<file path="src/rtl/adf_defines.svh">
// constants of the decimation filter control block: offsets, fields,
// reset values and timing figures
// assumes a 25 MHz system clock and a 512 kHz modulator bit rate
`ifndef ADF_DEFINES_SVH
`define ADF_DEFINES_SVH

// register map (12-bit byte address on the plain register port)
`define ADF_ADDR_W        12
`define ADF_CTRL_ADDR     12'h518
`define ADF_STAT_ADDR     12'h5f0
`define ADF_CTRL_RESET    16'h0007

// control field positions
`define ADF_CHOP_BIT      15
`define ADF_RAVG_BIT      14
`define ADF_AF_MSB        13
`define ADF_AF_LSB        8
`define ADF_SECOND_NOTCH_BIT    7
`define ADF_SF_MSB        6
`define ADF_SF_LSB        0

// status field positions
`define ADF_ST_SETTLED    0
`define ADF_ST_OVERRUN    1

// decimation factor codes: last calculated one, then the two with fixed rates
`define ADF_SF_LAST_CALC  7'h7d
`define ADF_SF_FORCE60    7'h7e
`define ADF_SF_FORCE50    7'h7f

// rates and times, each in its own unit
`define ADF_CLK_HZ        32'h017d7840
`define ADF_CLK_NS        32'h28
`define ADF_MOD_HZ        32'h0007d000
`define ADF_RATE60_HZ     32'h3c
`define ADF_RATE50_HZ     32'h32
`define ADF_MIN_RATE_HZ   32'ha
`define ADF_OSR_UNIT      32'h40
`define ADF_AVG_BASE      32'h3
`define ADF_CHOP_EXTRA    32'h3
`define ADF_FIRST_DLY_US  32'h3c
`define ADF_NUM_CONV      32'h2

// derived counts: least time rounds up
`define ADF_FIRST_DLY_CYC ((`ADF_FIRST_DLY_US * 32'h3e8 * `ADF_NUM_CONV \
                          + `ADF_CLK_NS - 32'h1) / `ADF_CLK_NS)
`define ADF_WIN_60        (`ADF_MOD_HZ / `ADF_RATE60_HZ)
`define ADF_WIN_50        (`ADF_MOD_HZ / `ADF_RATE50_HZ)
`define ADF_WIN_MAX       (`ADF_MOD_HZ / `ADF_MIN_RATE_HZ)

// settling in output periods
`define ADF_SETTLE_CHOP   3'h2
`define ADF_SETTLE_PLAIN  3'h3
`define ADF_SETTLE_PLAIN_RA 3'h4
`define ADF_SETTLE_AF     3'h1
`define ADF_SETTLE_AF_RA  3'h2

`endif

</file>
<file path="src/rtl/adf_pkg.sv">
// types shared by the decimation filter control block
// assumes field widths that agree with the constants header
package adf_pkg;

    // control register layout, msb first
    typedef struct packed {
        logic       chop;       // system chopping
        logic       ravg;       // running average by two
        logic [5:0] af;         // averaging_factor
        logic       second_notch;     // second_notch
        logic [6:0] sf;         // decimation_factor
    } adf_cfg_t;

    // one result word, both converters
    typedef struct packed {
        logic [15:0] ch1;       // voltage/temperature converter
        logic [15:0] ch0;       // current converter
    } adf_res_t;

    // conversion sequencer
    typedef enum logic [1:0] {
        ADF_ST_BOOT   = 2'b00,
        ADF_ST_SETTLE = 2'b01,
        ADF_ST_RUN    = 2'b10
    } adf_state_t;

endpackage : adf_pkg

</file>
<file path="src/rtl/adf_filter_ctrl.sv">
// decimation filter control for two sigma-delta modulators, with the
// result fifo that feeds software
// assumes modulator bits asynchronous to clk_sys, a one-cycle register
// port and a result consumer with valid/ready
//
// Strobed register access and the register offsets were left to the implementer.
`timescale 1ns/1ns
`include "adf_defines.svh"

module adf_fifo #(
    parameter int WIDTH = 32,
    parameter int DEPTH = 4
) (
    input  wire logic             clk_sys,
    input  wire logic             rst_n,
    input  wire logic             in_valid,
    output logic                  in_ready,
    input  wire logic [WIDTH-1:0] in_data,
    output logic                  out_valid,
    input  wire logic             out_ready,
    output logic [WIDTH-1:0]      out_data
);
    localparam int AW = $clog2(DEPTH);
    logic [WIDTH-1:0] mem_r [DEPTH];   // storage words
    logic [AW-1:0]    wr_ptr_r;        // next slot to fill
    logic [AW-1:0]    rd_ptr_r;        // oldest word
    logic [AW:0]      level_r;         // words held
    wire              push_w = in_valid && in_ready;
    wire              pop_w  = out_valid && out_ready;

    // full and empty straight from the level count
    assign in_ready  = (level_r != (AW+1)'(DEPTH));
    assign out_valid = (level_r != '0);
    assign out_data  = mem_r[rd_ptr_r];

    // storage write, no reset needed on data
    always_ff @(posedge clk_sys) begin
        if (push_w) begin
            mem_r[wr_ptr_r] <= in_data;
        end
    end

    // pointers wrap at DEPTH, which need not be a power of two
    always_ff @(posedge clk_sys) begin
        if (!rst_n) begin
            wr_ptr_r <= '0;
            rd_ptr_r <= '0;
            level_r  <= '0;
        end else begin
            if (push_w) begin
                wr_ptr_r <= (wr_ptr_r == AW'(DEPTH-1)) ? '0 : wr_ptr_r + 1'b1;
            end
            if (pop_w) begin
                rd_ptr_r <= (rd_ptr_r == AW'(DEPTH-1)) ? '0 : rd_ptr_r + 1'b1;
            end
            level_r <= level_r + (AW+1)'(push_w) - (AW+1)'(pop_w);
        end
    end
endmodule : adf_fifo

module adf_filter_ctrl #(
    parameter int FIFO_DEPTH = 4
) (
    input  wire logic                    clk_sys,
    input  wire logic                    rst_n,
    input  wire logic [`ADF_ADDR_W-1:0]  reg_addr,
    input  wire logic [15:0]             reg_wdata,
    input  wire logic                    reg_wr,
    input  wire logic                    reg_rd,
    output logic [15:0]                  reg_rdata,
    input  wire logic [1:0]              mod_bit,
    output logic                         mod_chop,
    output logic                         conv_reset,
    output logic                         res_valid,
    input  wire logic                    res_ready,
    output adf_pkg::adf_res_t            res_data
);
    // registers
    adf_pkg::adf_cfg_t   cfg_r;         // filter_rate_register
    adf_pkg::adf_state_t state_r;       // sequencer state
    adf_pkg::adf_state_t state_nxt;
    logic [15:0]  reg_rdata_r;          // read data, one cycle late
    logic         overrun_r;            // result lost, fifo full
    logic         conv_reset_r;         // restart pulse to analog side
    logic         mod_chop_r;           // input swap phase
    logic [24:0]  phase_r;              // fractional modulator tick
    logic         tick_r;               // one modulator bit period
    logic [15:0]  win_cnt_r;            // modulator bits in window
    logic [11:0]  boot_cnt_r;           // first-result delay
    logic [2:0]   settle_cnt_r;         // windows done since restart
    logic         res_valid_r;          // output stage
    adf_pkg::adf_res_t res_data_r;
    logic [15:0]  res_ch [2];           // per-channel filtered value

    // register port decode
    wire ctrl_hit_w = (reg_addr == `ADF_CTRL_ADDR);
    wire stat_hit_w = (reg_addr == `ADF_STAT_ADDR);
    wire ctrl_wr_w  = reg_wr && ctrl_hit_w;
    wire ovr_clr_w  = reg_wr && stat_hit_w && reg_wdata[`ADF_ST_OVERRUN];
    wire [15:0] stat_w = {12'h000, state_r, overrun_r,
                          (state_r == adf_pkg::ADF_ST_RUN)};
    wire [15:0] rd_mux_w = ctrl_hit_w ? cfg_r :
                           stat_hit_w ? stat_w : 16'h0000;

    // effective modes
    wire ravg_eff_w = cfg_r.chop || cfg_r.ravg;
    wire af_on_w    = (cfg_r.af != 6'h00);

    // window length in modulator bits
    wire [31:0] base_w = ({25'h0, cfg_r.sf} + 32'h1) * `ADF_OSR_UNIT;
    wire [31:0] avg_w  = base_w * ({26'h0, cfg_r.af} + `ADF_AVG_BASE);
    wire [31:0] calc_w = cfg_r.chop ? avg_w + `ADF_CHOP_EXTRA :
                         af_on_w    ? avg_w : base_w;
    // the extra three bits under chop are the only rate gap with af>0
    wire [31:0] forced_w = (cfg_r.sf == `ADF_SF_FORCE60) ? `ADF_WIN_60 :
                           (cfg_r.sf == `ADF_SF_FORCE50) ? `ADF_WIN_50 :
                           calc_w;
    // illegal factor pairs would overflow the data path, so clamp
    wire [31:0] clamp_w = (forced_w > `ADF_WIN_MAX) ? `ADF_WIN_MAX
                                                    : forced_w;
    wire [15:0] n_win_w = clamp_w[15:0];

    // settling periods for the current mode
    wire [2:0] settle_need_w =
        cfg_r.chop ? `ADF_SETTLE_CHOP :
        af_on_w    ? (cfg_r.ravg ? `ADF_SETTLE_AF_RA : `ADF_SETTLE_AF) :
                     (cfg_r.ravg ? `ADF_SETTLE_PLAIN_RA
                                 : `ADF_SETTLE_PLAIN);

    wire conv_on_w = (state_r != adf_pkg::ADF_ST_BOOT);
    wire win_end_w = conv_on_w && tick_r && (win_cnt_r == n_win_w - 16'h1);
    wire [2:0] settle_inc_w = settle_cnt_r + 3'h1;
    wire settled_w = (settle_inc_w >= settle_need_w);
    wire boot_done_w = (boot_cnt_r == 12'(`ADF_FIRST_DLY_CYC - 32'h1));

    // result fifo
    logic fifo_in_ready;
    logic fifo_out_valid;
    adf_pkg::adf_res_t fifo_out_data;
    wire push_w = win_end_w && settled_w && !ctrl_wr_w;
    wire load_w = !res_valid_r || res_ready;

    adf_fifo #(
        .WIDTH ($bits(adf_pkg::adf_res_t)),
        .DEPTH (FIFO_DEPTH)
    ) u_fifo (
        .clk_sys   (clk_sys),
        .rst_n     (rst_n),
        .in_valid  (push_w),
        .in_ready  (fifo_in_ready),
        .in_data   ({res_ch[1], res_ch[0]}),
        .out_valid (fifo_out_valid),
        .out_ready (load_w),
        .out_data  (fifo_out_data)
    );

    // register port: control write restarts converters
    always_ff @(posedge clk_sys) begin
        if (!rst_n) begin
            cfg_r        <= `ADF_CTRL_RESET;
            reg_rdata_r  <= 16'h0000;
            conv_reset_r <= 1'b0;
        end else begin
            if (ctrl_wr_w) begin
                cfg_r <= reg_wdata;
            end
            reg_rdata_r  <= reg_rd ? rd_mux_w : 16'h0000;
            conv_reset_r <= ctrl_wr_w;
        end
    end

    // overrun flag: a loss in the clearing cycle still sets it
    always_ff @(posedge clk_sys) begin
        if (!rst_n) begin
            overrun_r <= 1'b0;
        end else begin
            overrun_r <= (win_end_w && settled_w && !fifo_in_ready) ||
                         (overrun_r && !ovr_clr_w);
        end
    end

    // 512 kHz bit tick from 25 MHz by a fractional accumulator
    wire [24:0] phase_add_w = phase_r + 25'(`ADF_MOD_HZ);
    wire        phase_wrap_w = (phase_add_w >= 25'(`ADF_CLK_HZ));
    always_ff @(posedge clk_sys) begin
        if (!rst_n) begin
            phase_r <= 25'h0;
            tick_r  <= 1'b0;
        end else begin
            phase_r <= phase_wrap_w ? phase_add_w - 25'(`ADF_CLK_HZ)
                                    : phase_add_w;
            tick_r  <= phase_wrap_w;
        end
    end

    // sequencer next state
    always_comb begin
        state_nxt = state_r;
        unique case (state_r)
            adf_pkg::ADF_ST_BOOT: begin
                if (boot_done_w) begin
                    state_nxt = adf_pkg::ADF_ST_SETTLE;
                end
            end
            adf_pkg::ADF_ST_SETTLE: begin
                if (win_end_w && settled_w) begin
                    state_nxt = adf_pkg::ADF_ST_RUN;
                end
            end
            adf_pkg::ADF_ST_RUN: begin
                state_nxt = adf_pkg::ADF_ST_RUN;
            end
        endcase
        if (ctrl_wr_w) begin
            state_nxt = adf_pkg::ADF_ST_BOOT;
        end
    end

    // sequencer and window counters
    always_ff @(posedge clk_sys) begin
        if (!rst_n) begin
            state_r      <= adf_pkg::ADF_ST_BOOT;
            boot_cnt_r   <= 12'h000;
            win_cnt_r    <= 16'h0000;
            settle_cnt_r <= 3'h0;
            mod_chop_r   <= 1'b0;
        end else begin
            state_r <= state_nxt;
            if (ctrl_wr_w || conv_on_w) begin
                boot_cnt_r <= 12'h000;
            end else begin
                boot_cnt_r <= boot_cnt_r + 12'h001;
            end
            if (ctrl_wr_w || win_end_w) begin
                win_cnt_r <= 16'h0000;
            end else if (conv_on_w && tick_r) begin
                win_cnt_r <= win_cnt_r + 16'h0001;
            end
            if (ctrl_wr_w) begin
                settle_cnt_r <= 3'h0;
            end else if (win_end_w && !settled_w) begin
                settle_cnt_r <= settle_inc_w;
            end
            // swap the modulator inputs each window
            if (ctrl_wr_w || !cfg_r.chop) begin
                mod_chop_r <= 1'b0;
            end else if (win_end_w) begin
                mod_chop_r <= !mod_chop_r;
            end
        end
    end

    // per-converter bit synchroniser and filter
    for (genvar c = 0; c < 2; c++) begin : g_ch
        logic [2:0]  sync_r;    // three-stage capture
        logic        bit_r;     // accepted bit
        logic [15:0] acc_r;     // ones in window
        logic [15:0] prev_r;    // last raw window value
        logic [15:0] last_r;    // last averaged value, before the notch
        wire  [15:0] acc_fin_w = acc_r + 16'(bit_r);
        // chop: a swapped window counts the complementary bits
        wire  [15:0] raw_w = mod_chop_r ? n_win_w - acc_fin_w : acc_fin_w;
        wire  [16:0] pair_w = {1'b0, raw_w} + {1'b0, prev_r};
        wire  [15:0] avg2_w = ravg_eff_w ? pair_w[16:1] : raw_w;
        wire  [17:0] notch_w = {2'b00, avg2_w} + {1'b0, avg2_w, 1'b0} +
                               {2'b00, last_r};
        assign res_ch[c] = cfg_r.second_notch ? notch_w[17:2] : avg2_w;

        // a change counts once stages two and three agree
        always_ff @(posedge clk_sys) begin
            if (!rst_n) begin
                sync_r <= 3'b000;
                bit_r  <= 1'b0;
            end else begin
                sync_r <= {sync_r[1:0], mod_bit[c]};
                if (sync_r[1] == sync_r[2]) begin
                    bit_r <= sync_r[2];
                end
            end
        end

        // window accumulation, cleared by a restart
        always_ff @(posedge clk_sys) begin
            if (!rst_n || ctrl_wr_w) begin
                acc_r  <= 16'h0000;
                prev_r <= 16'h0000;
                last_r <= 16'h0000;
            end else if (win_end_w) begin
                acc_r  <= 16'h0000;
                prev_r <= raw_w;
                last_r <= avg2_w;
            end else if (conv_on_w && tick_r) begin
                acc_r  <= acc_fin_w;
            end
        end
    end

    // output stage fed from the fifo
    always_ff @(posedge clk_sys) begin
        if (!rst_n) begin
            res_valid_r <= 1'b0;
            res_data_r  <= '0;
        end else if (load_w) begin
            res_valid_r <= fifo_out_valid;
            res_data_r  <= fifo_out_data;
        end
    end

    assign reg_rdata  = reg_rdata_r;
    assign mod_chop   = mod_chop_r;
    assign conv_reset = conv_reset_r;
    assign res_valid  = res_valid_r;
    assign res_data   = res_data_r;
endmodule : adf_filter_ctrl

</file>
<file path="config.mk">
export PLATFORM = sky130hd
export DESIGN_NAME = adf_filter_ctrl
export DESIGN_NICKNAME = d
export VERILOG_FILES = /design/src/rtl/adf_pkg.sv /design/src/rtl/adf_filter_ctrl.sv
export VERILOG_INCLUDE_DIRS = /design/src /design/src/rtl
export SDC_FILE = /design/constraint.sdc
export NUM_CORES = 1
export LEC_CHECK = 0
export ABC_AREA = 1
export BUFFER_PORTS_ARGS = -buffer_cell sky130_fd_sc_hd__buf_4
export CORE_MARGIN = 3
export CORE_UTILIZATION = 30
export CTS_CLUSTER_DIAMETER = 150
export DETAILED_ROUTE_END_ITERATION = 10
export PLACE_DENSITY = 0.45
export SLEW_MARGIN = 20
export SYNTH_ARGS = -nofsm -noshare
export SYNTH_HDL_FRONTEND = slang
export SYNTH_SLANG_ARGS = --single-unit
</file>
<file path="constraint.sdc">
create_clock -name clk_sys -period 12.5 [get_ports clk_sys]
set_input_delay 0.625 -clock clk_sys [delete_from_list [all_inputs] [get_ports clk_sys]]
set_output_delay 0.625 -clock clk_sys [all_outputs]
set_load 0.005 [all_outputs]
</file>
==> metrics.txt <==
outcome=finished, final reports clean; placed inst area=24200 µm²; share of synthesized registers carrying an async set or reset=0; most frequent CP cell=nand2_1; Max clock buf depth=3; Max Fclk=0.0876 GHz; Clock Latency Late Sink=0.58 ns; Cell Pwr Density=118 nW/µm²; CTS clk-pin slew, worst paths=0.06 ns; reg-to-reg startpoint=cfg_r[1]; part of the power in combinational logic=0.135; critical path's slowest cell=fa_1; Critical Path Source=cfg_r[1]; Max Clock Skew=0.0290 ns; drt drc=0; cell row count=100; Syn. warnings=0; Int Power=2.24 mW; RSZ-0062 raised after global routing=false; slew margin rel.=0.364; area delta synth->final=14.2%; ant diodes=0; # port buffers=85; Arr. time, crit path=11.73 ns; EDFF count, synth=128; Syn Area/Cell=8.03 µm²; Max VDD drop=83.2 µV; vias in the first global route=18500; vias per cell=4.71; hpwl dp=40.9 mm; Post-Syn Nets=3067; Die Span X=281 µm; design area=25800 µm²; Clock Power Share=0.440; # IOs=86; drt first pass iters=5; Final Slew Violations=0; Worst Path Required=12.80 ns; Core Util, Final=0.346; critical path's largest stage delay=0.56 ns; DRT antenna net count=0; post-synthesis sequential area ratio=0.375; mapped cell area=22600 µm²; Critical Path Source Type=flop; chip height=281 µm; Main synth FF type=dfxtp_1; Yosys reg bits=360; Seq pwr share=0.425; Detailed Route WL=56.7 mm; Post-CTS Setup Bufs=0; Starting DRT DRC Count=888; clk root buf=clkbuf_16; sw frac=0.266; final setup fails=0; Initial Utilization=0.303; Yosys cell types=61; largest net degree at the start of global routing=69; Cells after Synth=2816; power consumption=3.05 mW; layout cells sized above 1=0.0965; Leakage=11.3 nW; beginning of the worst hold path=mod_bit[0]; Synth area leaders=dfxtp_1 (21%), edfxtp_1 (17%), nand2_1 (8.8%); Period minus WS final=11.42 ns; dominant cell type by area after synthesis=dfxtp_1; Vias=18300; global-route wire length before repair=95.3 mm; NumNets Final=3137; Fin. Hold Viols=0; period utilisation layout=0.914; Sink Count=360; Die ar.=78700 µm²; CP Max Fanout=23; CTS buffer count=45; Overflow after GRT=0; final setup TNS=0 ns; Least-Margin Pin Slew=0.951 ns; WHS=0.235 ns; routed length per instance=14.6 µm; H-tree depth=2; switching power=0.813 mW; Final Wtd Congestion=0.816; share of the synthesized area in the top cell type=0.205; Crit. End Element=flop; Max Cap Viol=0; core box area=74600 µm²; initial antenna violation count=0; GRT Total Usage=0.147; Hold Path Class=in2reg; CTS tree=yes; Crit Path Class=reg2reg
## state kept, by name, indices dropped and copies added (netlist names), 2 cells and up
register / cells
u_fifo.mem_r: 128
g_ch.acc_r: 32
g_ch.last_r: 32
g_ch.prev_r: 32
res_data: 32
phase_r: 19
cfg_r: 16
reg_rdata: 16
win_cnt_r: 16
boot_cnt_r: 12
g_ch.sync_r: 6
settle_cnt_r: 3
u_fifo.level_r: 3
g_ch.bit_r: 2
state_r: 2
u_fifo.rd_ptr_r: 2
u_fifo.wr_ptr_r: 2
## cells in the mapped netlist, drive strengths merged (2+ instances only)
library cell,number
nand2,542
inv,411
nor2,305
o21ai,265
dfxtp,232
ha,150
a21oi,138
edfxtp,128
nand3,108
xor2,72
fa,66
clkbuf,55
nor3,36
mux2i,33
o221ai,32
nand4,31
xnor2,31
buf,30
a211oi,26
or2,21
o22ai,20
o21bai,11
nand3b,9
o31ai,9
a31oi,8
a21o,6
nor3b,6
o211ai,6
nor4,5
a21boi,4
o21a,4
o2111ai,3
a22oi,2
clkinv,2
o22a,2
## per-stage QoR
| step | worst slack [ns] | cells |
|---|---|---|
| global route | 0.0397 | 3890 |
| global placement | 0.626 | 3808 |
| floorplan | 2.00 | 2816 |
| CTS | 0.291 | 3890 |
| finish | 1.08 | 3890 |
| detailed placement | 0.358 | 3808 |
## power groups by stage
stage | combinational (mW) | clock, mW | sequential (mW)
finish | 0.411 | 1.34 | 1.30
global placement | 0.414 | 0 | 1.32
CTS | 0.420 | 1.40 | 1.30
detailed placement | 0.419 | 0 | 1.33
global route | 0.472 | 1.44 | 1.31
floorplan | 0.274 | 0 | 1.32
## layout by cell type, fill, tap and decap left out, types with 71 or more instances in the layout
master / netlist / layout
nand2_1: 532 / 531
xor2_1: 72 / 71
a21oi_1: 137 / 137
nand3_1: 101 / 101
o21ai_0: 225 / 210
nor2_1: 299 / 290
dfxtp_1: 232 / 228
inv_1: 399 / 396
ha_1: 150 / 150
buf_4: 6 / 106
edfxtp_1: 128 / 128
## critical path: cells and delay by family (launching register included)
family	cells	cell delay, ns
adder cells (fa/ha/maj)	11	4.49
AO/OA/AOI/OAI	11	1.43
flip-flops	1	0.45
AND/OR/NAND/NOR	31	3.94
XOR/XNOR	1	0.18
buffers and inverters	8	0.62
## per-layer routing
metal | routed length [µm] | vias to the layer above | GRT usage | share of wire
met1 | 27700 | 8600 | 0.192 | 0.49
met3 | 1670 | 68 | 0.0212 | 0.029
met5 | 0 | - | 0 | 0
met4 | 1050 | 0 | 0.0364 | 0.018
met2 | 26300 | 219 | 0.254 | 0.46
li1 | - | 9433 | - | -
## what timing repair did
item / in CTS / in global routing
hold buffers: 0 / 0
endpoints found under the setup margin: 0 / 72
resized for setup: 0 / 33
## final timing paths
path / endpoint / slack [ns] / depth (start not counted)
setup / recovery: u_fifo.mem_r[3][30] / 1.08 / 62
hold reg to reg: g_ch[0].sync_r[1] / 0.44 / 2
hold / removal: g_ch[0].sync_r[0] / 0.24 / 3
setup reg to reg: u_fifo.mem_r[3][30] / 1.08 / 62
## cell type report
| cell class | count | area, µm² |
|---|---|---|
| fill | 7739 | 48700 |
| multi-input combinational | 1958 | 12200 |
| sequential | 360 | 8490 |
| inverter | 413 | 1550 |
| clock buffer | 59 | 1230 |
| tap | 969 | 1210 |
| timing repair buffer | 108 | 818 |
| clock inverter | 23 | 300 |
## cells by family after synthesis
| logic type | Yosys count | synth area share |
|---|---|---|
| compound gates | 541 | 0.141 |
| buf+inv | 498 | 0.0878 |
| fa+ha+maj | 216 | 0.141 |
| xor+xnor | 103 | 0.0399 |
| mux | 33 | 0.0146 |
| flops | 360 | 0.375 |
| simple gates | 1065 | 0.200 |
Note: power is estimated with default switching activity, not from simulation.
